$ cat src/include/smc_defines.vh
/*
 sleep mode controller constants: register indices, field positions, reset
 values, mode codes and timing counts.
 assumes: included by the controller files by its bare name.
*/
`ifndef SMC_DEFINES_VH
`define SMC_DEFINES_VH

`define SMC_ADDR_W 4
`define SMC_DATA_W 8

// register offsets
`define SMC_REG_SLEEP_CTRL 4'h0
`define SMC_REG_STATUS 4'h1
`define SMC_REG_PWR_RED 4'h2
`define SMC_REG_WAKE_MASK 4'h3

// sleep control fields and register reset values
`define SMC_CTRL_ENABLE_BIT 0
`define SMC_CTRL_MODE_LSB 1
`define SMC_CTRL_MODE_MSB 3
`define SMC_CTRL_RESET 8'h00
`define SMC_PWR_RED_RESET 8'h00
`define SMC_WAKE_MASK_RESET 8'hFF

// mode codes
`define SMC_MODE_IDLE 3'h0
`define SMC_MODE_PDOWN 3'h2
`define SMC_MODE_PSAVE 3'h3
`define SMC_MODE_STANDBY 3'h6
`define SMC_MODE_EXT_STANDBY 3'h7

// wake source bit positions
`define SMC_SRC_TWI_MATCH 0
`define SMC_SRC_PORT_ASYNC 1
`define SMC_SRC_USB_RESUME 2
`define SMC_SRC_RTC 3
`define SMC_NUM_SRC 8

// clock domain bits of the clock-run vector
`define SMC_CLK_CPU 0
`define SMC_CLK_NVM 1
`define SMC_CLK_PER 2
`define SMC_CLK_RTC 3
`define SMC_CLK_OSC 4
`define SMC_NUM_CLK 5

// wake halt: four cpu clocks
`define SMC_WAKE_HALT_CYCLES 4
// halt counter load: counts 3 down to 0, so four halted cycles
`define SMC_HALT_LOAD 3'h3
`define SMC_HALT_CNT_W 3

`endif

$ cat src/rtl/smc_sync.v
/*
 three flip-flop synchroniser for one asynchronous level; a change is taken
 once the second and third stages agree.
 assumes: ref_clk domain, asynchronous active-high reset.
*/
`timescale 1ns/10ps
module smc_sync
(
    // clock and reset
    input wire ref_clk,
    input wire reset,
    // level
    input wire async_in,
    output reg sync_out
);
    reg stage1;
    reg stage2;
    reg stage3;

    always @(posedge ref_clk or posedge reset)
    begin
        if (reset)
        begin
            stage1 <= 1'b0;
            stage2 <= 1'b0;
            stage3 <= 1'b0;
            sync_out <= 1'b0;
        end
        else
        begin
            stage1 <= async_in;
            stage2 <= stage1;
            stage3 <= stage2;
            if (stage2 == stage3)
                sync_out <= stage3;
        end
    end
endmodule

$ cat src/rtl/smc_sleep_ctrl.v
/*
 sleep mode controller: latches the sleep mode on the sleep instruction,
 stops clock domains per mode, qualifies wake sources per mode, holds the
 cpu four cycles after wake, and gates peripheral clocks from software.
 assumes: cpu and interrupt controller on ref_clk; async wake pins from
 outside the clock domain; register port with read data one cycle later.
*/
`timescale 1ns/10ps
`include "smc_defines.vh"

// Operation
// five sleep modes stop different clock sets
// sleep entered only from active on instruction
// wake runs isr then resumes after sleep
// higher priority pending interrupts served first
// cpu halted four cycles after wake
// registers and memory retained while sleeping
// reset during sleep does full restart
// idle stops cpu, nvm; programming completes
// any enabled interrupt wakes from idle
// power-down stops every clock including rtc; code keeps the nvm clock running if nvm is busy at entry
// power-down wakes on twi, port, usb only
// wake sources depend on selected mode
// reset or enabled peripheral interrupt wakes
// power reduction gates peripheral clocks, freezes
// gating active in active and idle
// software selects mode before sleep instruction
module smc_sleep_ctrl
(
    // clock and reset
    input wire ref_clk,
    input wire reset,
    // register port
    input wire [`SMC_ADDR_W-1:0] reg_addr,
    input wire [`SMC_DATA_W-1:0] reg_wdata,
    input wire reg_write,
    input wire reg_read,
    output reg [`SMC_DATA_W-1:0] reg_rdata,
    // cpu core
    input wire sleep_instr,
    input wire nvm_busy,
    output reg cpu_halt,
    output reg cpu_resume,
    // interrupt controller, same clock
    input wire [`SMC_NUM_SRC-1:0] irq_pending,
    // asynchronous wake pins
    input wire twi_match_pin,
    input wire port_async_pin,
    input wire usb_resume_pin,
    // clock controls
    output reg [`SMC_NUM_CLK-1:0] clk_run,
    output reg [`SMC_DATA_W-1:0] per_clk_en,
    // state
    output reg sleeping
);
    localparam ST_ACTIVE = 2'h0;
    localparam ST_SLEEP = 2'h1;
    localparam ST_HALT = 2'h2;

    reg [1:0] state;
    reg [1:0] next_state;
    reg [`SMC_DATA_W-1:0] sleep_ctrl;
    reg [`SMC_DATA_W-1:0] pwr_red;
    reg [`SMC_DATA_W-1:0] wake_mask;
    reg [2:0] mode;
    reg [2:0] next_mode;
    reg [`SMC_HALT_CNT_W-1:0] halt_cnt;
    reg [`SMC_HALT_CNT_W-1:0] next_halt_cnt;
    reg nvm_hold;
    reg next_nvm_hold;
    reg wake_seen;
    reg next_wake_seen;
    wire twi_sync;
    wire port_sync;
    wire usb_sync;
    wire [`SMC_NUM_SRC-1:0] src_all;
    wire [`SMC_NUM_SRC-1:0] src_allowed;
    wire wake;

    // pins cross into ref_clk through three stages each
    smc_sync u_sync_twi
    (
        .ref_clk(ref_clk),
        .reset(reset),
        .async_in(twi_match_pin),
        .sync_out(twi_sync)
    );
    smc_sync u_sync_port
    (
        .ref_clk(ref_clk),
        .reset(reset),
        .async_in(port_async_pin),
        .sync_out(port_sync)
    );
    smc_sync u_sync_usb
    (
        .ref_clk(ref_clk),
        .reset(reset),
        .async_in(usb_resume_pin),
        .sync_out(usb_sync)
    );

    // which sources may wake from a given mode
    function [`SMC_NUM_SRC-1:0] wake_allow;
        input [2:0] m;
        begin
            case (m)
                `SMC_MODE_IDLE:
                    wake_allow = {`SMC_NUM_SRC{1'b1}};
                `SMC_MODE_PDOWN:
                    wake_allow = 8'h07;
                `SMC_MODE_PSAVE,
                `SMC_MODE_EXT_STANDBY,
                `SMC_MODE_STANDBY:
                    wake_allow = 8'h0F;
                default:
                    wake_allow = 8'h07;
            endcase
        end
    endfunction

    // clock domains kept running in a given sleep mode
    function [`SMC_NUM_CLK-1:0] clk_keep;
        input [2:0] m;
        begin
            case (m)
                `SMC_MODE_IDLE:
                    clk_keep = 5'h1C;
                `SMC_MODE_PDOWN:
                    clk_keep = 5'h00;
                `SMC_MODE_PSAVE:
                    clk_keep = 5'h08;
                `SMC_MODE_STANDBY:
                    clk_keep = 5'h10;
                `SMC_MODE_EXT_STANDBY:
                    clk_keep = 5'h18;
                default:
                    clk_keep = 5'h00;
            endcase
        end
    endfunction

    assign src_all = {irq_pending[`SMC_NUM_SRC-1:3], usb_sync | irq_pending[2],
        port_sync | irq_pending[1], twi_sync | irq_pending[0]};

    assign src_allowed = src_all & wake_mask & wake_allow(mode);
    assign wake = |src_allowed;

    always @*
    begin
        next_state = state;
        next_mode = mode;
        next_halt_cnt = halt_cnt;
        next_nvm_hold = nvm_hold;
        next_wake_seen = 1'b0;
        case (state)
            ST_ACTIVE:
            begin

                if (sleep_instr && sleep_ctrl[`SMC_CTRL_ENABLE_BIT])
                begin
                    next_state = ST_SLEEP;
                    next_mode = sleep_ctrl[`SMC_CTRL_MODE_MSB:`SMC_CTRL_MODE_LSB];
                    next_nvm_hold = nvm_busy;
                end
            end
            ST_SLEEP:
            begin
                // ongoing programming keeps the nvm clock until it ends
                if (!nvm_busy)
                    next_nvm_hold = 1'b0;
                if (wake)
                begin
                    next_state = ST_HALT;
                    next_halt_cnt = `SMC_HALT_LOAD;
                    next_wake_seen = 1'b1;
                end
            end
            ST_HALT:
            begin
                if (halt_cnt == {`SMC_HALT_CNT_W{1'b0}})
                    next_state = ST_ACTIVE;
                else
                    next_halt_cnt = halt_cnt - 1'b1;
            end
            default:
                next_state = ST_ACTIVE;
        endcase
    end

    // reset from any state returns to active via full reset
    always @(posedge ref_clk or posedge reset)
    begin
        if (reset)
        begin
            state <= ST_ACTIVE;
            mode <= `SMC_MODE_IDLE;
            halt_cnt <= {`SMC_HALT_CNT_W{1'b0}};
            nvm_hold <= 1'b0;
            wake_seen <= 1'b0;
        end
        else
        begin
            state <= next_state;
            mode <= next_mode;
            halt_cnt <= next_halt_cnt;
            nvm_hold <= next_nvm_hold;
            wake_seen <= next_wake_seen;
        end
    end

    // outputs registered; retention is implicit since no state is cleared on sleep
    always @(posedge ref_clk or posedge reset)
    begin
        if (reset)
        begin
            cpu_halt <= 1'b0;
            cpu_resume <= 1'b0;
            sleeping <= 1'b0;
            clk_run <= {`SMC_NUM_CLK{1'b1}};
            per_clk_en <= {`SMC_DATA_W{1'b1}};
        end
        else
        begin
            cpu_halt <= (next_state != ST_ACTIVE);
            // resume pulse lets the core take the pending interrupts in
            // priority order and return after the sleep instruction
            cpu_resume <= (state == ST_HALT) && (next_state == ST_ACTIVE);
            sleeping <= (next_state == ST_SLEEP);
            if (next_state == ST_SLEEP)
            begin
                clk_run <= clk_keep(next_mode);
                if (next_nvm_hold)
                    clk_run[`SMC_CLK_NVM] <= 1'b1;
            end
            else
                clk_run <= {`SMC_NUM_CLK{1'b1}};
            // peripheral gating follows software in active and idle
            per_clk_en <= ~pwr_red;
        end
    end

    // register port
    always @(posedge ref_clk or posedge reset)
    begin
        if (reset)
        begin
            sleep_ctrl <= `SMC_CTRL_RESET;
            pwr_red <= `SMC_PWR_RED_RESET;
            wake_mask <= `SMC_WAKE_MASK_RESET;
            reg_rdata <= {`SMC_DATA_W{1'b0}};
        end
        else
        begin
            if (reg_write)
            begin
                case (reg_addr)
                    `SMC_REG_SLEEP_CTRL:
                        sleep_ctrl <= {4'h0, reg_wdata[3:0]};
                    `SMC_REG_PWR_RED:
                        pwr_red <= reg_wdata;
                    `SMC_REG_WAKE_MASK:
                        wake_mask <= reg_wdata;
                    default:
                        sleep_ctrl <= sleep_ctrl;
                endcase
            end
            if (reg_read)
            begin
                case (reg_addr)
                    `SMC_REG_SLEEP_CTRL:
                        reg_rdata <= sleep_ctrl;
                    `SMC_REG_STATUS:
                        reg_rdata <= {2'h0, wake_seen, state, mode};
                    `SMC_REG_PWR_RED:
                        reg_rdata <= pwr_red;
                    `SMC_REG_WAKE_MASK:
                        reg_rdata <= wake_mask;
                    default:
                        reg_rdata <= {`SMC_DATA_W{1'b0}};
                endcase
            end
            else
                reg_rdata <= {`SMC_DATA_W{1'b0}};
        end
    end
endmodule

$ cat config.mk
export PLATFORM = sky130hd
export DESIGN_NAME = smc_sleep_ctrl
export DESIGN_NICKNAME = d
export VERILOG_FILES = /design/src/rtl/smc_sync.v /design/src/rtl/smc_sleep_ctrl.v
export VERILOG_INCLUDE_DIRS = /design/src /design/src/include
export SDC_FILE = /design/constraint.sdc
export NUM_CORES = 1
export LEC_CHECK = 0
export ABC_AREA = 1
export BUFFER_PORTS_ARGS = -buffer_cell sky130_fd_sc_hd__buf_2
export CORE_MARGIN = 2
export CORE_UTILIZATION = 58
export CTS_CLUSTER_DIAMETER = 100
export DETAILED_ROUTE_END_ITERATION = 16
export PLACE_DENSITY_LB_ADDON = 0.12
export SETUP_SLACK_MARGIN = 0.4
export SYNTH_ARGS = -nofsm -noshare
export SYNTH_HDL_FRONTEND = slang
export SYNTH_SLANG_ARGS = --single-unit
$ cat constraint.sdc
create_clock -name ref_clk -period 4.8 [get_ports ref_clk]
set_input_delay 0.48 -clock ref_clk [delete_from_list [all_inputs] [get_ports ref_clk]]
set_output_delay 0.48 -clock ref_clk [all_outputs]
set_load 0.03 [all_outputs]
**Word level (Yosys, flattened, before mapping)**

Cells that the tools add are included.

- Bits in registers: 66
- Output and inout bits: 24
- Input port bits: 29
- Logic and storage cells: 86

- Bitwise logic cells: 6
- Equal/unequal tests: 17
- Reduce and logical (&&, ||, !) cells: 16
- Add/subtract/negate cells: 1
- Muxes and demuxes: 20

Operator list:

| cell | count |
|---|---|
| one-hot mux 8 bit (4 select lines) | 1 |
| one-hot mux 5 bit (4 select lines) | 1 |
| bitwise AND 8 bit | 2 |
| one-hot mux 8 bit (2 select lines) | 1 |
| equality test 3 bit, second input constant | 4 |
| two-way mux 3 bit | 4 |
| logical NOT 3 bit | 3 |
| equality test 4 x 2 -> 1 bit, second input constant | 2 |
| two-way mux 8 bit | 1 |
| NOT 8 bit | 1 |
| OR reduction 8 bit | 1 |
| equality test 3 x 2 -> 1 bit, second input constant | 2 |
| two-way mux 2 bit | 3 |
| one-hot mux 2 bit (3 select lines) | 1 |
| one-hot mux 3 bit (2 select lines) | 1 |
| AND reduction 2 bit | 3 |
| two-way mux 1 bit | 5 |
| two-way mux 5 bit | 1 |
| equality test 2 x 1 -> 1 bit, second input constant | 2 |
| equality test 4 x 1 -> 1 bit, second input constant | 1 |
| logical NOT 2 bit | 2 |
| logical NOT 4 bit | 1 |
| inequality test 2 bit, second input constant | 2 |
| nonzero test 2 bit | 2 |
| 8 further kinds | 13 |

**Depth between registers and ports, before layout**

- Depth after elaboration: 9
- Gate-level depth with buffers: 9
- Gate-level depth less buffers: 9

**Hierarchy**

A second synthesis with hierarchy kept.

- Cells, all modules: 281
- Area, all modules: 2715.1 sq um

By module, submodules not included:

| module | sequential area each (sq um) | instances | area an instance (sq um) | cells each |
|---|---|---|---|---|
| smc_sleep_ctrl | 1377.6 | 1 | 2354.8 | 254 |
| smc_sync | 100.1 | 3 | 120.1 | 9 |

**Least setup slack after synthesis**

No wires, ideal clock.

- Kind: input to register
- Start point: in reg_addr[3]
- End point: reg wake_mask[0]
- Required time: 4.724 ns
- Setup slack: 3.532 ns
- Cell stages on the path: 7
- Path buffers: 1
- Data arrival time: 1.191 ns
- Library setup time: 0.076 ns
- Cells stage by stage: nor2_4 -> nand3_2 -> clkinv_2 -> nand2_2 -> buf_6 -> nand2_1 -> o21ai_2

- Cells in the longest elaborated chain, start to end: 2

Ends and longest elaborated chain:

| element | line | RTL |
|---|---|---|
| from (decl) | smc_sleep_ctrl.v:34 | `` input wire [`SMC_ADDR_W-1:0] reg_addr, `` |
| equality test 4 x 2 -> 1 bit | smc_sleep_ctrl.v:257 | `case (reg_addr)` |
| AND reduction 2 bit (no line) | n/a |  |
| to (signal assigned) | smc_sleep_ctrl.v:250 | `` wake_mask <= `SMC_WAKE_MASK_RESET; `` |
| to (signal assigned) | smc_sleep_ctrl.v:263 | `wake_mask <= reg_wdata;` |
| to (decl) | smc_sleep_ctrl.v:64 | `` reg [`SMC_DATA_W-1:0] wake_mask; `` |

Every way passes these cells.
A chain may end at the register's enable or synchronous reset.

**Worst setup path after layout**

- Start point: reg clk_run[1]
- End point: out clk_run[1]

RTL lines:

| element | line | RTL |
|---|---|---|
| from (decl) | smc_sleep_ctrl.v:51 | `` output reg [`SMC_NUM_CLK-1:0] clk_run, `` |
| from (signal assigned) | smc_sleep_ctrl.v:220 | `` clk_run <= {`SMC_NUM_CLK{1'b1}}; `` |
| from (signal assigned) | smc_sleep_ctrl.v:232 | `clk_run <= clk_keep(next_mode);` |
| from (signal assigned) | smc_sleep_ctrl.v:237 | `` clk_run <= {`SMC_NUM_CLK{1'b1}}; `` |

No word-level cell between the ends.

==> run summary <==
Run status - finished clean
Hold Fails Final Rpt - 0
Cell Area, Placed - 2980 um^2
Max VDD drop - 0.000283 V
Achievable frequency - 660 MHz
Core area - 4380 um^2
Critical Path Stages - 1
Tcrit/Tclk final - 31.6%
CTS Buf Count - 9
Final net count - 358
Synth Instances - 266
Via count - 1899
First-pass GRT wire length - 8.16 mm
P_sw - 522 uW
Buf/Inv on CP - 1
Clk buf depth - 2
Met3 WL post-DR - 253 um
Worst-path cell chain - buf_2
H-tree lvl count - 3
Max-cap check violation count - 0
# setup viols final - 0
Pwr dens - 498 nW/um^2
Syn_area_per_cell - 10.0 um^2
P_int - 1.05 mW
Min cycle time layout - 1.52 ns
Reg2reg start - state[1]
Routed WL - 4.76 mm
Post-Route Skew - 0.00291 ns
Fin area - 3160 um^2
CTS Sinks - 66
Crit-path leading delay family - flip-flops
Worst path arrival time - 1.04 ns
CTS tree - done
Root buffer cell - clkbuf_8
IO Port Bufs - 52
DRT iter0 DRCs - 159
Layout area overhead - 18.3%
CP endpoint kind - primary output
Yosys reg bits - 66
Initial antenna violation count - 0
Biggest area consumer among synthesized cells - dfrtp_1
Setup crit start - clk_run[1]
Top cells by count, synth - nand2_1, inv_1, dfrtp_1
Crit path max-delay cell type - dfstp_2
CP required - 4.32 ns
Comb power frac - 25.2%
Row count - 24
Drt pass-1 iters - 4
Die Span X - 71.9 um
Io pins - 53
Slew @ Worst Pin - 0.785 ns
Pin count of the biggest net entering global routing - 67
HP Class - in -> reg
Final ANT Viol Nets - 0
Detailed Place HPWL - 3.47 mm
Startpoint Class - register
Synth cell types - 25
Worst reg2reg setup slack - 3.44 ns
Post-Layout Cell Count - 384
Gp weighted congestion - 0.821
DR top layer - met4
Sw Share - 33.2%
Setup repair after global routing missed its margin - false
Initial Util - 60.9%
Grt ovf - 0
Max transition margin - 47.7%
Post-CTS Hold Buffers - 0
Via density - 4.95
Post-CTS sizing - 0
Final Slew Violations - 0
Post-synth ARST share - 100%
Clock latency at the later pin of the worst-skew pair - 0.34 ns
DR DRC count - 0
Syn_nets - 297
Primary flip-flop cell chosen by synthesis mapping - dfrtp_1
Top post-synthesis cells by area - dfrtp_1, dfstp_2, nand2_1
Reg2reg path depth - 6
Clock power share - 26.8%
DIE HEIGHT - 71.9 um
Leakage - 1.65 nW
Routed length on met1 - 2.28 mm
Total power - 1.57 mW
Layout cell share with drive strength beyond 1 - 33.7%
Sequential cell area fraction in the yosys report - 62.8%
R2r endpoint - clk_run[3]
Wire length per cell - 12.4 um
CP Class - reg -> out
Storage element area - 1680 um^2
Top-area cell type share of the netlist area - 42.2%
Crit path max fanout - 1
EDFF count, synth - 0
Antenna fix cells - 0
Post-CTS setup buffers - 0
Total placed cells including tap cells - 368
Sequential share of power - 48.0%
Area of the mapped netlist - 2670 um^2
Final Hold Slack - 0.243 ns
Die area - 5160 um^2
Critical path's largest stage delay - 0.51 ns
Multi-input logic area - 779 um^2
Fin Setup TNS - 0 ns
Synth warn - 0
GRT Total Usage - 21.3%
CP Capture Point - clk_run[1]
Most frequent cell after synthesis - nand2_1
# fillers - 352
Vias in the first global route - 1766
Met2 Wirelength - 2.14 mm
Reg clk slew, reported paths - 0.06 ns
state kept, by name, summed over array words and instances (netlist names), 2 cells and up:
signal	count
reg_rdata	8
clk_run	5
per_clk_en	8
sleep_ctrl	4
pwr_red	8
halt_cnt	3
wake_mask	8
state	2
mode	3
layout by cell type (no fill, tap or decap):
| cell | n |
|---|---|
| clkbuf_8 | 12 |
| nand2_4 | 1 |
| o22ai_1 | 5 |
| nand2_1 | 57 |
| nand4_2 | 1 |
| a21oi_1 | 2 |
| clkinv_2 | 3 |
| maj3_1 | 3 |
| o21ai_0 | 19 |
| buf_2 | 52 |
| xor2_1 | 1 |
| dfrtp_1 | 45 |
| dfstp_2 | 21 |
| nand3_2 | 1 |
| inv_2 | 1 |
| o21ai_1 | 1 |
| nor2_1 | 17 |
| nor2_2 | 2 |
| nand4_1 | 5 |
| o21ai_2 | 12 |
| clkbuf_1 | 2 |
| nand3_1 | 12 |
| inv_1 | 47 |
| o221ai_1 | 2 |
| nand2_2 | 4 |
| nor2_4 | 1 |
| ha_1 | 2 |
| buf_4 | 1 |
cell type report:
cell class / instances / area share (%)
clock inverter: 2 / 0.317
tap: 52 / 2.06
multi-input combinational: 148 / 24.7
clock buffer: 14 / 5.47
timing repair buffer: 53 / 8.48
inverter: 49 / 5.86
sequential: 66 / 53.1
how the worst min path moves through the flow:
stage	depth (start not counted)	start	endpoint	slack [ns]
after floorplan	0	u_sync_port.stage1	u_sync_port.stage2	0.33
after global placement	0	u_sync_usb.stage1	u_sync_usb.stage2	0.34
after detailed placement	0	u_sync_port.stage1	u_sync_port.stage2	0.34
after CTS	1	port_async_pin	u_sync_port.stage1	0.23
after global routing	1	port_async_pin	u_sync_port.stage1	0.23
final	1	usb_resume_pin	u_sync_usb.stage1	0.24
power groups by stage:
stage / Clock [mW] / Sequential (mW) / Combinational [mW]
after detailed placement: 0 / 0.765 / 0.400
after global placement: 0 / 0.762 / 0.392
final: 0.422 / 0.756 / 0.396
after floorplan: 0 / 0.830 / 0.227
after global routing: 0.457 / 0.768 / 0.452
after CTS: 0.431 / 0.756 / 0.401
per-stage QoR:
stage / util [%] / setup WS [ns]
final: 72.0 / 3.28
after detailed placement: 67.9 / 3.21
after CTS: 72.0 / 3.27
after global placement: 67.9 / 3.28
after floorplan: - / 2.70
after global routing: 72.0 / 3.25
cell families (layout without fill, tap and decap cells):
logic type / after synthesis / count (layout) / synth area share [%]
and+or+nand+nor: 101 / 101 / 16.9
adders and majority gates: 5 / 5 / 2.06
AOI/OAI and AO/OA: 41 / 41 / 9.89
buffers and inverters: 52 / 118 / 7.97
DFF: 66 / 66 / 62.8
xor gates and xnor gates: 1 / 1 / 0.328
layer usage:
layer | up-vias | track usage (%)
li1 | 963 | -
met1 | 874 | 30.6
met5 | - | 0
met2 | 53 | 30.3
met3 | 9 | 6.33
met4 | 0 | 9.43
Note: power is estimated with default switching activity, not from simulation.
